`config.mk`:
```
export PLATFORM = sky130hd
export DESIGN_NAME = ufpt_top
export DESIGN_NICKNAME = d
export VERILOG_FILES = /design/src/core/ufpt_pkg.sv /design/src/core/ufpt_top.sv
export SDC_FILE = /design/constraint.sdc
export NUM_CORES = 1
export LEC_CHECK = 0
export BUFFER_PORTS_ARGS = -buffer_cell sky130_fd_sc_hd__buf_2
export CORE_ASPECT_RATIO = 1.1
export CORE_UTILIZATION = 53
export CTS_CLUSTER_SIZE = 20
export DETAILED_ROUTE_END_ITERATION = 8
export HOLD_SLACK_MARGIN = 0.02
export PLACE_DENSITY = 0.95
export SLEW_MARGIN = 20
export SYNTH_ARGS = -nofsm -noshare
export SYNTH_HDL_FRONTEND = slang
export SYNTH_SLANG_ARGS = --single-unit
```
`constraint.sdc`:
```
create_clock -name pclk -period 3.65 [get_ports pclk]
set_clock_uncertainty 0.2 [all_clocks]
set_input_delay 0.5475 -clock pclk [delete_from_list [all_inputs] [get_ports pclk]]
set_output_delay 0.5475 -clock pclk [all_outputs]
set_load 0.01 [all_outputs]
```
`src/core/ufpt_pkg.sv`:
```
// Constants and types for the USB pin-test and request routing block
package ufpt_pkg;
	// Register byte offsets
	localparam logic [7:0] OFS_OUT_TEST = 8'h00;
	localparam logic [7:0] OFS_IN_MON   = 8'h04;
	localparam logic [7:0] OFS_BUS_FLG  = 8'h08;
	localparam logic [7:0] OFS_CTL_FLG  = 8'h0c;
	localparam logic [7:0] OFS_DAT_FLG  = 8'h10;
	localparam logic [7:0] OFS_SEL_BUS  = 8'h14;
	localparam logic [7:0] OFS_SEL_CTL  = 8'h18;
	localparam logic [7:0] OFS_SEL_DAT  = 8'h1c;

	// Output test register fields
	localparam int OT_PTE_BIT  = 7;
	localparam int OT_SUSP_BIT = 3;
	localparam int OT_OEN_BIT  = 2;
	localparam int OT_SE0_BIT  = 1;
	localparam int OT_DATA_BIT = 0;
	localparam logic [7:0] OT_WMASK = 8'h8f;

	// Input monitor register fields
	localparam int MON_DIFF_BIT = 2;
	localparam int MON_DP_BIT   = 1;
	localparam int MON_DM_BIT   = 0;

	// Flag banks: 0 bus status, 1 control endpoint, 2 data endpoint
	localparam int NUM_BANKS = 3;
	localparam logic [NUM_BANKS-1:0][7:0] IRQ_MASK = {8'h3f, 8'h1f, 8'hdd};
	localparam int BUS_PWR_STAT_BIT = 1;
	localparam int BUS_SUSP_STAT_BIT = 5;
	localparam int BUS_BANK = 0;
	localparam int DAT_BANK = 2;
	localparam int DAT_BO_FULL_BIT = 0;
	localparam int DAT_BI_EMPTY_BIT = 2;

	// Reset values
	localparam logic [7:0]  REG_RST   = 8'h00;
	localparam logic [31:0] RDATA_RST = 32'h0000_0000;

	// Drive toward the on-chip transceiver
	typedef struct packed {
		logic suspend;
		logic oe_n;
		logic plus_line;
		logic minus_line;
	} ufpt_xcvr_t;

	// Lines released, idle J level on the value pins
	localparam ufpt_xcvr_t XCVR_RST = ufpt_xcvr_t'(4'h6);
endpackage : ufpt_pkg

```
`src/core/ufpt_top.sv`:
```
// USB function pin-test registers and interrupt/DMA request routing
//
// Operation
// - Pin test enable drives lines from register
// - Output enabled, no SE0: plus=value, minus=inverse
// - Output enabled with SE0: both lines low
// - Output enable-low set: both lines released
// - Test disabled: normal drive passes through
// - Monitor active with test, enable-low and power
// - Monitor reads zero without power or test
// - Monitor awake: lines direct, differential reported
// - Monitor asleep: differential bit reads zero
// - Reserved test bits read zero, write zero
// - Four active-low level request outputs, one wake pulse
// - First flag register layout, status non-interrupting
// - Second flag register layout, upper reserved
// - Third flag layout, bulk-out full to DMA0
// - Only bulk-in empty drives DMA1
// - Line A low for select-zero set flags
// - Line B low for its set flags
// - Wake output low on resume transition
`timescale 1ns/1ps
module ufpt_top
	import ufpt_pkg::*;
(
	input  wire logic                  pclk,
	input  wire logic                  presetn,
	input  wire logic                  psel,
	input  wire logic                  penable,
	input  wire logic                  pwrite,
	input  wire logic [7:0]            paddr,
	input  wire logic [31:0]           pwdata,
	output logic      [31:0]           prdata,
	output logic                       pready,
	output logic                       pslverr,
	input  wire ufpt_pkg::ufpt_xcvr_t  nrm_xcvr,
	output ufpt_pkg::ufpt_xcvr_t       xcvr,
	input  wire logic                  rx_plus_line,
	input  wire logic                  rx_minus_line,
	input  wire logic                  rx_diff,
	input  wire logic                  bus_power_status,
	input  wire logic                  suspend_resume_state,
	input  wire logic [7:0]            ev_bus,
	input  wire logic [4:0]            ev_ctl,
	input  wire logic [5:0]            ev_dat,
	output logic                       dma_request_line_0_n,
	output logic                       dma_request_line_1_n,
	output logic                       cpu_irq_line_a_n,
	output logic                       cpu_irq_line_b_n,
	output logic                       wake_n
);
	import ufpt_pkg::*;

	logic [7:0]       ot_ff;
	logic [7:0]       mon_ff;
	logic [7:0]       flg_ff [NUM_BANKS];
	logic [7:0]       sel_ff [NUM_BANKS];
	logic [31:0]      prdata_ff;
	logic             pready_ff;
	logic             pslverr_ff;
	ufpt_xcvr_t       xcvr_ff;
	logic             dma0_n_ff;
	logic             dma1_n_ff;
	logic             irq_a_n_ff;
	logic             irq_b_n_ff;
	logic             wake_n_ff;
	logic             susp_q_ff;

	// Bus phases
	wire              acc_w;
	wire              req_w;
	wire              wr_w;
	wire              hit_ot;
	wire              hit_mon;
	wire [NUM_BANKS-1:0] hit_flg;
	wire [NUM_BANKS-1:0] hit_sel;
	wire              mapped_w;
	wire [7:0]        rd_val;
	wire [7:0]        ev_w   [NUM_BANKS];
	wire [7:0]        nxt_flg [NUM_BANKS];
	wire [NUM_BANKS-1:0] pend_a;
	wire [NUM_BANKS-1:0] pend_b;

	// Access phase waiting for the answer, and the completing edge
	assign req_w = psel & penable & ~pready_ff;
	assign acc_w = psel & penable & pready_ff;
	assign wr_w  = acc_w & pwrite;

	assign hit_ot   = (paddr == OFS_OUT_TEST);
	assign hit_mon  = (paddr == OFS_IN_MON);
	assign hit_flg  = {paddr == OFS_DAT_FLG, paddr == OFS_CTL_FLG, paddr == OFS_BUS_FLG};
	assign hit_sel  = {paddr == OFS_SEL_DAT, paddr == OFS_SEL_CTL, paddr == OFS_SEL_BUS};
	assign mapped_w = hit_ot | hit_mon | (|hit_flg) | (|hit_sel);

	assign rd_val = hit_ot     ? ot_ff :
	                hit_mon    ? mon_ff :
	                hit_flg[0] ? flg_ff[0] :
	                hit_flg[1] ? flg_ff[1] :
	                hit_flg[2] ? flg_ff[2] :
	                hit_sel[0] ? sel_ff[0] :
	                hit_sel[1] ? sel_ff[1] :
	                hit_sel[2] ? sel_ff[2] : REG_RST;

	// One wait state, then the answer
	always_ff @(posedge pclk or negedge presetn) begin
		if (!presetn) begin
			pready_ff  <= 1'b0;
			pslverr_ff <= 1'b0;
			prdata_ff  <= RDATA_RST;
		end else begin
			pready_ff  <= req_w;
			pslverr_ff <= req_w & ~mapped_w;
			if (req_w & ~pwrite) begin
				prdata_ff <= {24'h00_0000, rd_val};
			end
		end
	end

	always_ff @(posedge pclk or negedge presetn) begin
		if (!presetn) begin
			ot_ff <= REG_RST;
		end else if (wr_w & hit_ot) begin
			ot_ff <= pwdata[7:0] & OT_WMASK;
		end
	end

	// Output test decode
	wire pte_w  = ot_ff[OT_PTE_BIT];
	wire oen_w  = ot_ff[OT_OEN_BIT];
	wire se0_w  = ot_ff[OT_SE0_BIT];
	wire data_w = ot_ff[OT_DATA_BIT];
	wire susp_w = ot_ff[OT_SUSP_BIT];
	ufpt_xcvr_t tst_xcvr;
	ufpt_xcvr_t nxt_xcvr;
	wire        tst_plus;
	wire        tst_minus;

	assign tst_plus  = ~se0_w & data_w;
	assign tst_minus = ~se0_w & ~data_w;
	assign tst_xcvr  = {susp_w, oen_w, tst_plus, tst_minus};

	assign nxt_xcvr = pte_w ? tst_xcvr : nrm_xcvr;

	always_ff @(posedge pclk or negedge presetn) begin
		if (!presetn) begin
			xcvr_ff <= XCVR_RST;
		end else begin
			xcvr_ff <= nxt_xcvr;
		end
	end

	wire mon_act = pte_w & oen_w & bus_power_status;
	wire [7:0] nxt_mon;

	assign nxt_mon = mon_act ?
	                 {5'h00, rx_diff & ~susp_w, rx_plus_line, rx_minus_line} :
	                 REG_RST;

	always_ff @(posedge pclk or negedge presetn) begin
		if (!presetn) begin
			mon_ff <= REG_RST;
		end else begin
			mon_ff <= nxt_mon;
		end
	end

	assign ev_w[0] = ev_bus;
	assign ev_w[1] = {3'h0, ev_ctl};
	assign ev_w[2] = {2'h0, ev_dat};

	genvar b;
	generate
		for (b = 0; b < NUM_BANKS; b++) begin : g_bank
			wire [7:0] clr_w;
			wire [7:0] held_w;
			assign clr_w  = (wr_w & hit_flg[b]) ? pwdata[7:0] : REG_RST;
			// Event set wins over a write-one clear
			assign held_w = ((flg_ff[b] & ~clr_w) | ev_w[b]) & IRQ_MASK[b];
			if (b == BUS_BANK) begin : g_stat
				assign nxt_flg[b] = held_w |
				                    (8'(bus_power_status) << BUS_PWR_STAT_BIT) |
				                    (8'(suspend_resume_state) << BUS_SUSP_STAT_BIT);
			end else begin : g_plain
				assign nxt_flg[b] = held_w;
			end

			always_ff @(posedge pclk or negedge presetn) begin
				if (!presetn) begin
					flg_ff[b] <= REG_RST;
					sel_ff[b] <= REG_RST;
				end else begin
					flg_ff[b] <= nxt_flg[b];
					if (wr_w & hit_sel[b]) begin
						sel_ff[b] <= pwdata[7:0] & IRQ_MASK[b];
					end
				end
			end

			assign pend_a[b] = |(flg_ff[b] & IRQ_MASK[b] & ~sel_ff[b]);
			assign pend_b[b] = |(flg_ff[b] & IRQ_MASK[b] & sel_ff[b]);
		end
	endgenerate

	// Resume transition: suspended last cycle, not now
	wire resume_w = susp_q_ff & ~suspend_resume_state;

	always_ff @(posedge pclk or negedge presetn) begin
		if (!presetn) begin
			dma0_n_ff  <= 1'b1;
			dma1_n_ff  <= 1'b1;
			irq_a_n_ff <= 1'b1;
			irq_b_n_ff <= 1'b1;
			wake_n_ff  <= 1'b1;
			susp_q_ff  <= 1'b0;
		end else begin
			dma0_n_ff  <= ~flg_ff[DAT_BANK][DAT_BO_FULL_BIT];
			dma1_n_ff  <= ~flg_ff[DAT_BANK][DAT_BI_EMPTY_BIT];
			irq_a_n_ff <= ~(|pend_a);
			irq_b_n_ff <= ~(|pend_b);
			susp_q_ff  <= suspend_resume_state;
			wake_n_ff  <= ~resume_w;
		end
	end

	assign prdata               = prdata_ff;
	assign pready               = pready_ff;
	assign pslverr              = pslverr_ff;
	assign xcvr                 = xcvr_ff;
	assign dma_request_line_0_n = dma0_n_ff;
	assign dma_request_line_1_n = dma1_n_ff;
	assign cpu_irq_line_a_n     = irq_a_n_ff;
	assign cpu_irq_line_b_n     = irq_b_n_ff;
	assign wake_n               = wake_n_ff;
endmodule : ufpt_top

```
Word level (Yosys, flattened, before mapping)
Index checks and enable logic that the tools add are counted.
- register bits after elaboration: 64
- output and inout bits: 43
- logic and storage cells: 100
- eq/ne operators: 7
- mux-type cells: 13
- bitwise operators: 54
- reduce and logical (&&, ||, !) cells: 5
- operators with widths (cell ; number):
    two-way mux 8 bit ; 7
    OR reduction 24 bit ; 2
    == test 8 x 5 -> 1 bit, second input constant ; 4
    AND 8 bit ; 3
    AND 1 bit ; 19
    two-way mux 6 bit ; 3
    == test 8 x 4 -> 1 bit, second input constant ; 2
    NOT 8 bit ; 2
    AND 6 bit ; 2
    NOT 1 bit ; 12
    AND 5 bit ; 2
    AND 5 x 8 -> 8 bit ; 1
    AND 6 x 8 -> 8 bit ; 1
    == test 8 x 3 -> 1 bit, second input constant ; 1
    logical NOT 8 bit ; 1
    NOT 5 -> 8 bit ; 1
    NOT 6 -> 8 bit ; 1
    OR 8 x 2 -> 8 bit ; 1
    OR 8 x 6 -> 8 bit ; 1
    OR 8 bit ; 1
    NOT 6 bit ; 1
    OR 6 bit ; 1
    OR reduction 3 bit ; 2
    two-way mux 5 bit ; 1
    5 further kinds ; 7

Depth between registers and ports, before layout
Gate-level depths: netlist of run 1.
- word-level depth: 10
- mapped depth: 6
- mapped depth without buffers: 4

Worst setup path before layout of run 1
Ideal clock, no wire load.
- path type: input to register
- from: input port paddr[6]
- to: register sel_ff[10] in the netlist's numbering
- setup time: 0.125 ns
- arrival time: 2.128 ns
- required time: 3.325 ns
- setup slack: 1.197 ns
- stages: 6
- path buffers: 2
- cell sequence: or4_4 > buf_6 > nor3_4 > and4b_1 > buf_2 > mux2_2
- word-level cells in the longest chain between the ends: 2
- RTL lines (what ; line ; source):
    start: declaration ; ufpt_top.sv:31 ; input wire logic [7:0] paddr,
    == test 8 x 5 -> 1 bit ; ufpt_top.sv:92 ; assign hit_sel = {paddr == OFS_SEL_DAT, paddr == OFS_SEL_CTL, paddr == OFS_SEL_BUS};
    AND 1 bit ; ufpt_top.sv:193 ; if (wr_w & hit_sel[b]) begin
    end signal: indexed assignment ; ufpt_top.sv:194 ; sel_ff[b] <= pwdata[7:0] & IRQ_MASK[b];
    end: declaration ; ufpt_top.sv:57 ; logic [7:0] sel_ff [NUM_BANKS];
Every way passes these cells.
A chain may end at the register's enable or synchronous reset.

Final worst setup path of run 1
- from: input port paddr[6]
- to: register sel_ff[1] in the netlist's numbering
Same word-level chain as after synthesis.

==> flow_summary.toml, run 1 <==
[floorplanning]
fp.coreArea_um2 = 5770
rows = 29
ios = 116
dieArea_um2 = 6290
fp.dieW_um = 75.7
die_h_um = 83.1
initial_core_util = 0.549

[logic_synthesis]
synth_edf_count = 0
syn_area_per_cell_um2 = 11.5
netlist_top_cells_count = "dfrtp_1 (56), buf_4 (25), mux2_2 (22)"
netlist_instances = 276
yosys-top-cells-area = "dfrtp_1 (44%), mux2_2 (7.8%), buf_4 (5.9%)"
yosysMostFrequentCell = "dfrtp_1"
synth_flop_cell = "dfrtp_1"
ys_seq_area_frac = 0.501
synth_top_area_frac = 0.443
synthesis.area_um2 = 3170
synthArstFlopShare = 1.00
yosys.area.top_type = "dfrtp_1"
ys_seq_elements = 63
ys_warn_count = 0
synth_cell_types = 47

[place]
dp_hpwl_mm = 5.47
io_buffers = 65
dpl-instance-area_um2 = 3460
place.gp.congestion = 0.916

[power]
p_leak_nw = 1.75
powerDensity_nw_per_um2 = 373
ir_worst_vdd_uv = 219
power.total_mw = 1.36

[worst_setup_path]
required_ps = 3680
critical_path.top_delay_family = "simple AND/OR/NAND/NOR gates"
critPathMaxFanout = 7
worstPathCellList = "buf_2 > or4_4 > nor3_4 > and4_1 > mux2_2"
critical_path_arrival_ps = 2480
max_stage_delay_ps = 630
startpoint_type = "input pin"
cp_slowest_cell = "or4_4"
path_class = "input pin to flop"
end_kind = "flop"
critPathBufInv = 1
timing.rr.start = "pready$_DFF_PN0_"
startpoint = "paddr[6]"

[cts]
cts_tree = "yes"
numClockSinks = 63
cts_hold_buf = 0
post-cts-setup-buffer-count = 0
clockRootBuffer = "clkbuf_8"
cts_resized = 0
clkTransAtPathRegs_ps = 60
clock_latency_ps = 340
cts_buffers = 9
h-tree-depth = 3
cts_buffer_depth = 2

[global_route]
grt_usage = 0.261
grt_pass1_wl_mm = 11.8
antenna_found_initial = 0
grt_max_degree = 54
grt_pass1_vias = 2332
grt_overflow = 0

[cells_and_area]
n_antenna_cell = 0
final_area_um2 = 3630
finalNetCount = 416
drive_above_1_share = 0.382
synthToLayoutAreaGrowth_pct = 14.7

[drt]
drt_iter0_drc = 272
viasPerCell = 5.51
route.detailed.drc = 0
drt_pre_antenna_iters = 4
wl_mm = 7.23
ant_nets = 0
vias = 2343
routedWlPerCell_um = 17.0

[flow_run]
maxCapViolations = 0

[sta]
setup_viol = 0
max-slew-margin-rel = 0.577
tns_ps = 0
slew_viol_final = 0
period_share = 0.670
post-route-min-period_ps = 2450
tightest_slew_ps = 634
max_freq_mhz = 409
rsz0062_at_grt = "false"
finalHoldViolCount = 0
hold_slack_ps = 31.2

[worst_hold_path]
hold_class = "input pin to asynchronous set/reset pin"

[status]
status = "completed"
layout by cell type, fill, tap and decap left out, drive strengths merged, types with 8 or more instances in the layout:
master	count
buf	68
dfrtp	56
conb	24
mux2	22
nand2	20
inv	16
clkbuf	15
a21o	12
o21ai	11
a21oi	10
nor2	9
nand3	8
or2	8
layout make-up:
type | instances | area [um2]
Multi-Input combinational cell | 185 | 1370
Tap cell | 77 | 96.3
Clock inverter | 1 | 5.00
Timing Repair Buffer | 68 | 350
Sequential cell | 63 | 1590
Inverter | 16 | 60.1
Fill cell | 468 | 2140
Clock buffer | 15 | 166
worst paths after layout:
path,depth (start not counted),to,slack (ps)
max,5,sel_ff[1]$_DFFE_PN0P_,1200
min,1,flg_ff[4]$_DFF_PN0_,30
max reg2reg,4,sel_ff[1]$_DFFE_PN0P_,1240
min reg2reg,1,wake_n$_DFF_PN1_,220
max in group asynchronous,2,xcvr[2]$_DFF_PN1_,2610
min in group pclk,1,flg_ff[21]$_DFF_PN0_,120
power by group:
group	switching, mW	internal, mW	total (mW)
clock	0.247	0.284	0.530
sequential	0.00352	0.707	0.711
combinational	0.0708	0.0430	0.114
total	0.321	1.03	1.36
layer usage:
metal | wire length [um] | part of all wire | up-vias | track usage
li1 | - | - | 1071 | -
met1 | 2980 | 0.41 | 1148 | 0.346
met2 | 3710 | 0.51 | 105 | 0.407
met3 | 366 | 0.051 | 19 | 0.0595
met4 | 174 | 0.024 | 0 | 0.111
met5 | 0 | 0 | - | 0
state kept, by name, summed over array words and instances (netlist names):
name	cells
mon_ff	3
ot_ff	5
cpu_irq_line_a_n	1
prdata	8
pslverr	1
sel_ff	17
cpu_irq_line_b_n	1
xcvr	4
pready	1
dma_request_line_0_n	1
wake_n	1
dma_request_line_1_n	1
flg_ff	19
stage by stage:
step / utilization / std cells / setup WS, ps
after detailed placement: 0.599 / 409 / 840
after global routing: 0.630 / 425 / 1100
after CTS: 0.629 / 425 / 1200
after floorplan: - / 299 / 1200
final: 0.630 / 425 / 1200
after global placement: 0.599 / 409 / 882
cell families (layout without fill, tap and decap cells):
logic type,count (synthesis),count (layout),share of synthesized area
buf+inv,51,100,0.0941
other cells,1,24,0.00118
mux,32,32,0.138
compound gates,55,55,0.119
simple gates,74,74,0.148
flops,63,63,0.501
No activity file was read; power rests on OpenSTA's default activity.
==> run 2: changes to the inputs <==
CORE_UTILIZATION = 50   (was 53)
PLACE_DENSITY = 0.93   (was 0.95)
clock period = 2.32 ns   (was 3.65 ns; I/O delays follow)
==> run 2 against run 1 <==
Effect of this change:
- hold slack improved by 6.9 ps
- highest routed layer unchanged
- clock power up 120%
- power rose by 84%
- die area grew 5.8%
- setup slack lost 910 ps
- register-to-register slack got worse by 920 ps
- largest cell class unchanged
- utilization is 2.9 points higher
- routed wire length rose by 14%
- sequential power is 58% higher
- flip-flop and latch count stayed put
- non-clock buffer count up 35
- largest power group is now the clock network
==> flow_summary.toml, run 2 (same netlist as run 1, synthesis figures left out) <==
[floorplanning]
rows = 30
ios = 116
die_h_um = 85.5
dieArea_um2 = 6650
fp.coreArea_um2 = 6160
fp.dieW_um = 77.9
initial_core_util = 0.514

[place]
io_buffers = 65
dp_hpwl_mm = 5.78
pre_cts_slack_ps = -40.4
dp_cells = 424
place.gp.congestion = 0.939

[cells_and_area]
largest_reg_flops = 19
finalNetCount = 451
multi_input_area_um2 = 1370
synthToLayoutAreaGrowth_pct = 28.0
n_antenna_cell = 0
final_common_cell = "buf_2"
final_cell_mix = "buf_2 (65), dfrtp_1 (56), conb_1 (24)"
regArea_um2 = 1590
max_flop_register = "flg_ff"
nFillCells = 470
fin_util = 0.658
drive_above_1_share = 0.389
instances_no_fill = 463

[drt]
viasPerCell = 5.54
drt_pre_antenna_iters = 5
route.met3.wl_um = 558
ant_nets = 0
topRoutingLayerUsed = "met4"
route.detailed.drc = 0
met2WireLength_mm = 4.31
drt_iter0_drc = 274
vias = 2565
routedWlPerCell_um = 17.8
wl_mm = 8.23
met1_length_mm = 3.12

[sta]
tightest_slew_ps = 581
setup_ws_ps = 294
slew_viol_final = 0
max_freq_mhz = 494
post-route-min-period_ps = 2030
setup_viol = 0
max-slew-margin-rel = 0.613
period_share = 0.873
finalHoldViolCount = 0
rsz0062_at_grt = "false"

[worst_setup_path]
path_class = "input pin to flop"
startpoint_type = "input pin"
end_kind = "flop"
critical_path_arrival_ps = 2060
required_ps = 2350
critPathMaxFanout = 5

[flow_run]
maxCapViolations = 0

[global_route]
grt_max_degree = 27
grt_pass1_vias = 2654
antenna_found_initial = 0
grt_usage = 0.274
grt_pass1_wl_mm = 13.3
grt_overflow = 0

[cts]
clock_latency_ps = 340
numClockSinks = 63
cts_resized = 0
h-tree-depth = 3
cts_buffer_depth = 2
clkTransAtPathRegs_ps = 70
clockRootBuffer = "clkbuf_8"
cts_hold_buf = 23
cts_tree = "yes"
cts_buffers = 9
post-cts-setup-buffer-count = 0

[power]
ir_worst_vdd_uv = 369
p_leak_nw = 1.95
powerDensity_nw_per_um2 = 617

[status]
status = "completed"

[worst_hold_path]
hold_class = "input pin to flop"
## run 2: changes by cell type in the layout (fill, tap and decap cells not counted), sizes merged
| cell | change |
|---|---|
| clkinv | +1 |
| dlygate4sd3 | +23 |
| clkinvlp | +1 |
| clkbuf | -5 |
| bufinv | +3 |
| buf | +12 |
## run 2: final cells by class
class                      count  area share
multi-input combinational    185       0.338
timing repair buffer         103       0.171
sequential                    63       0.391
tap                           80      0.0247
clock buffer                  10      0.0340
clock inverter                 6      0.0266
inverter                      16      0.0148
## run 2: final timing paths
path / to / from / depth (start not counted) / slack, ps
setup / recovery: flg_ff[20]$_DFF_PN0_ / paddr[6] / 7 / 290
hold / removal: xcvr[2]$_DFF_PN1_ / nrm_xcvr[2] / 2 / 40
setup reg to reg: flg_ff[10]$_DFF_PN0_ / pready$_DFF_PN0_ / 6 / 320
hold reg to reg: wake_n$_DFF_PN1_ / flg_ff[21]$_DFF_PN0_ / 1 / 250
max in group asynchronous: sel_ff[2]$_DFFE_PN0P_ / presetn / 3 / 940
min in group asynchronous: flg_ff[4]$_DFF_PN0_ / presetn / 2 / 340
## run 2: report_power, final
| group | switching (mW) | total [mW] | internal, mW |
|---|---|---|---|
| sequential | 0.00607 | 1.12 | 1.11 |
| clock | 0.419 | 1.16 | 0.739 |
| combinational | 0.123 | 0.223 | 0.100 |
## run 2: metal layers
layer / vias to the layer above / GRT usage
met3: 22 / 0.0753
li1: 1136 / -
met1: 1274 / 0.318
met4: 0 / 0.111
met2: 133 / 0.479
met5: - / 0
## run 2: critical path: stages
cell     delay (ps)
buf_2           100
or4_4           590
buf_12          170
nor4_4          420
buf_4           200
nand2_1          50
a21o_1          180
## run 2: per-stage QoR
| step | setup TNS, ps | instance area, um2 | total power [mW] | hold WS [ps] |
|---|---|---|---|---|
| 2_1_floorplan | 0 | 3250 | 1.25 | -148 |
| 3_3_place_gp | -40.3 | 3580 | 1.32 | 164 |
| 3_5_place_dp | -322 | 3580 | 1.33 | 169 |
| 4_1_cts | 0 | 4050 | 2.51 | 27.2 |
| 5_1_grt | 0 | 4050 | 2.59 | 39.1 |
| 6_report | 0 | 4050 | 2.50 | 38.0 |
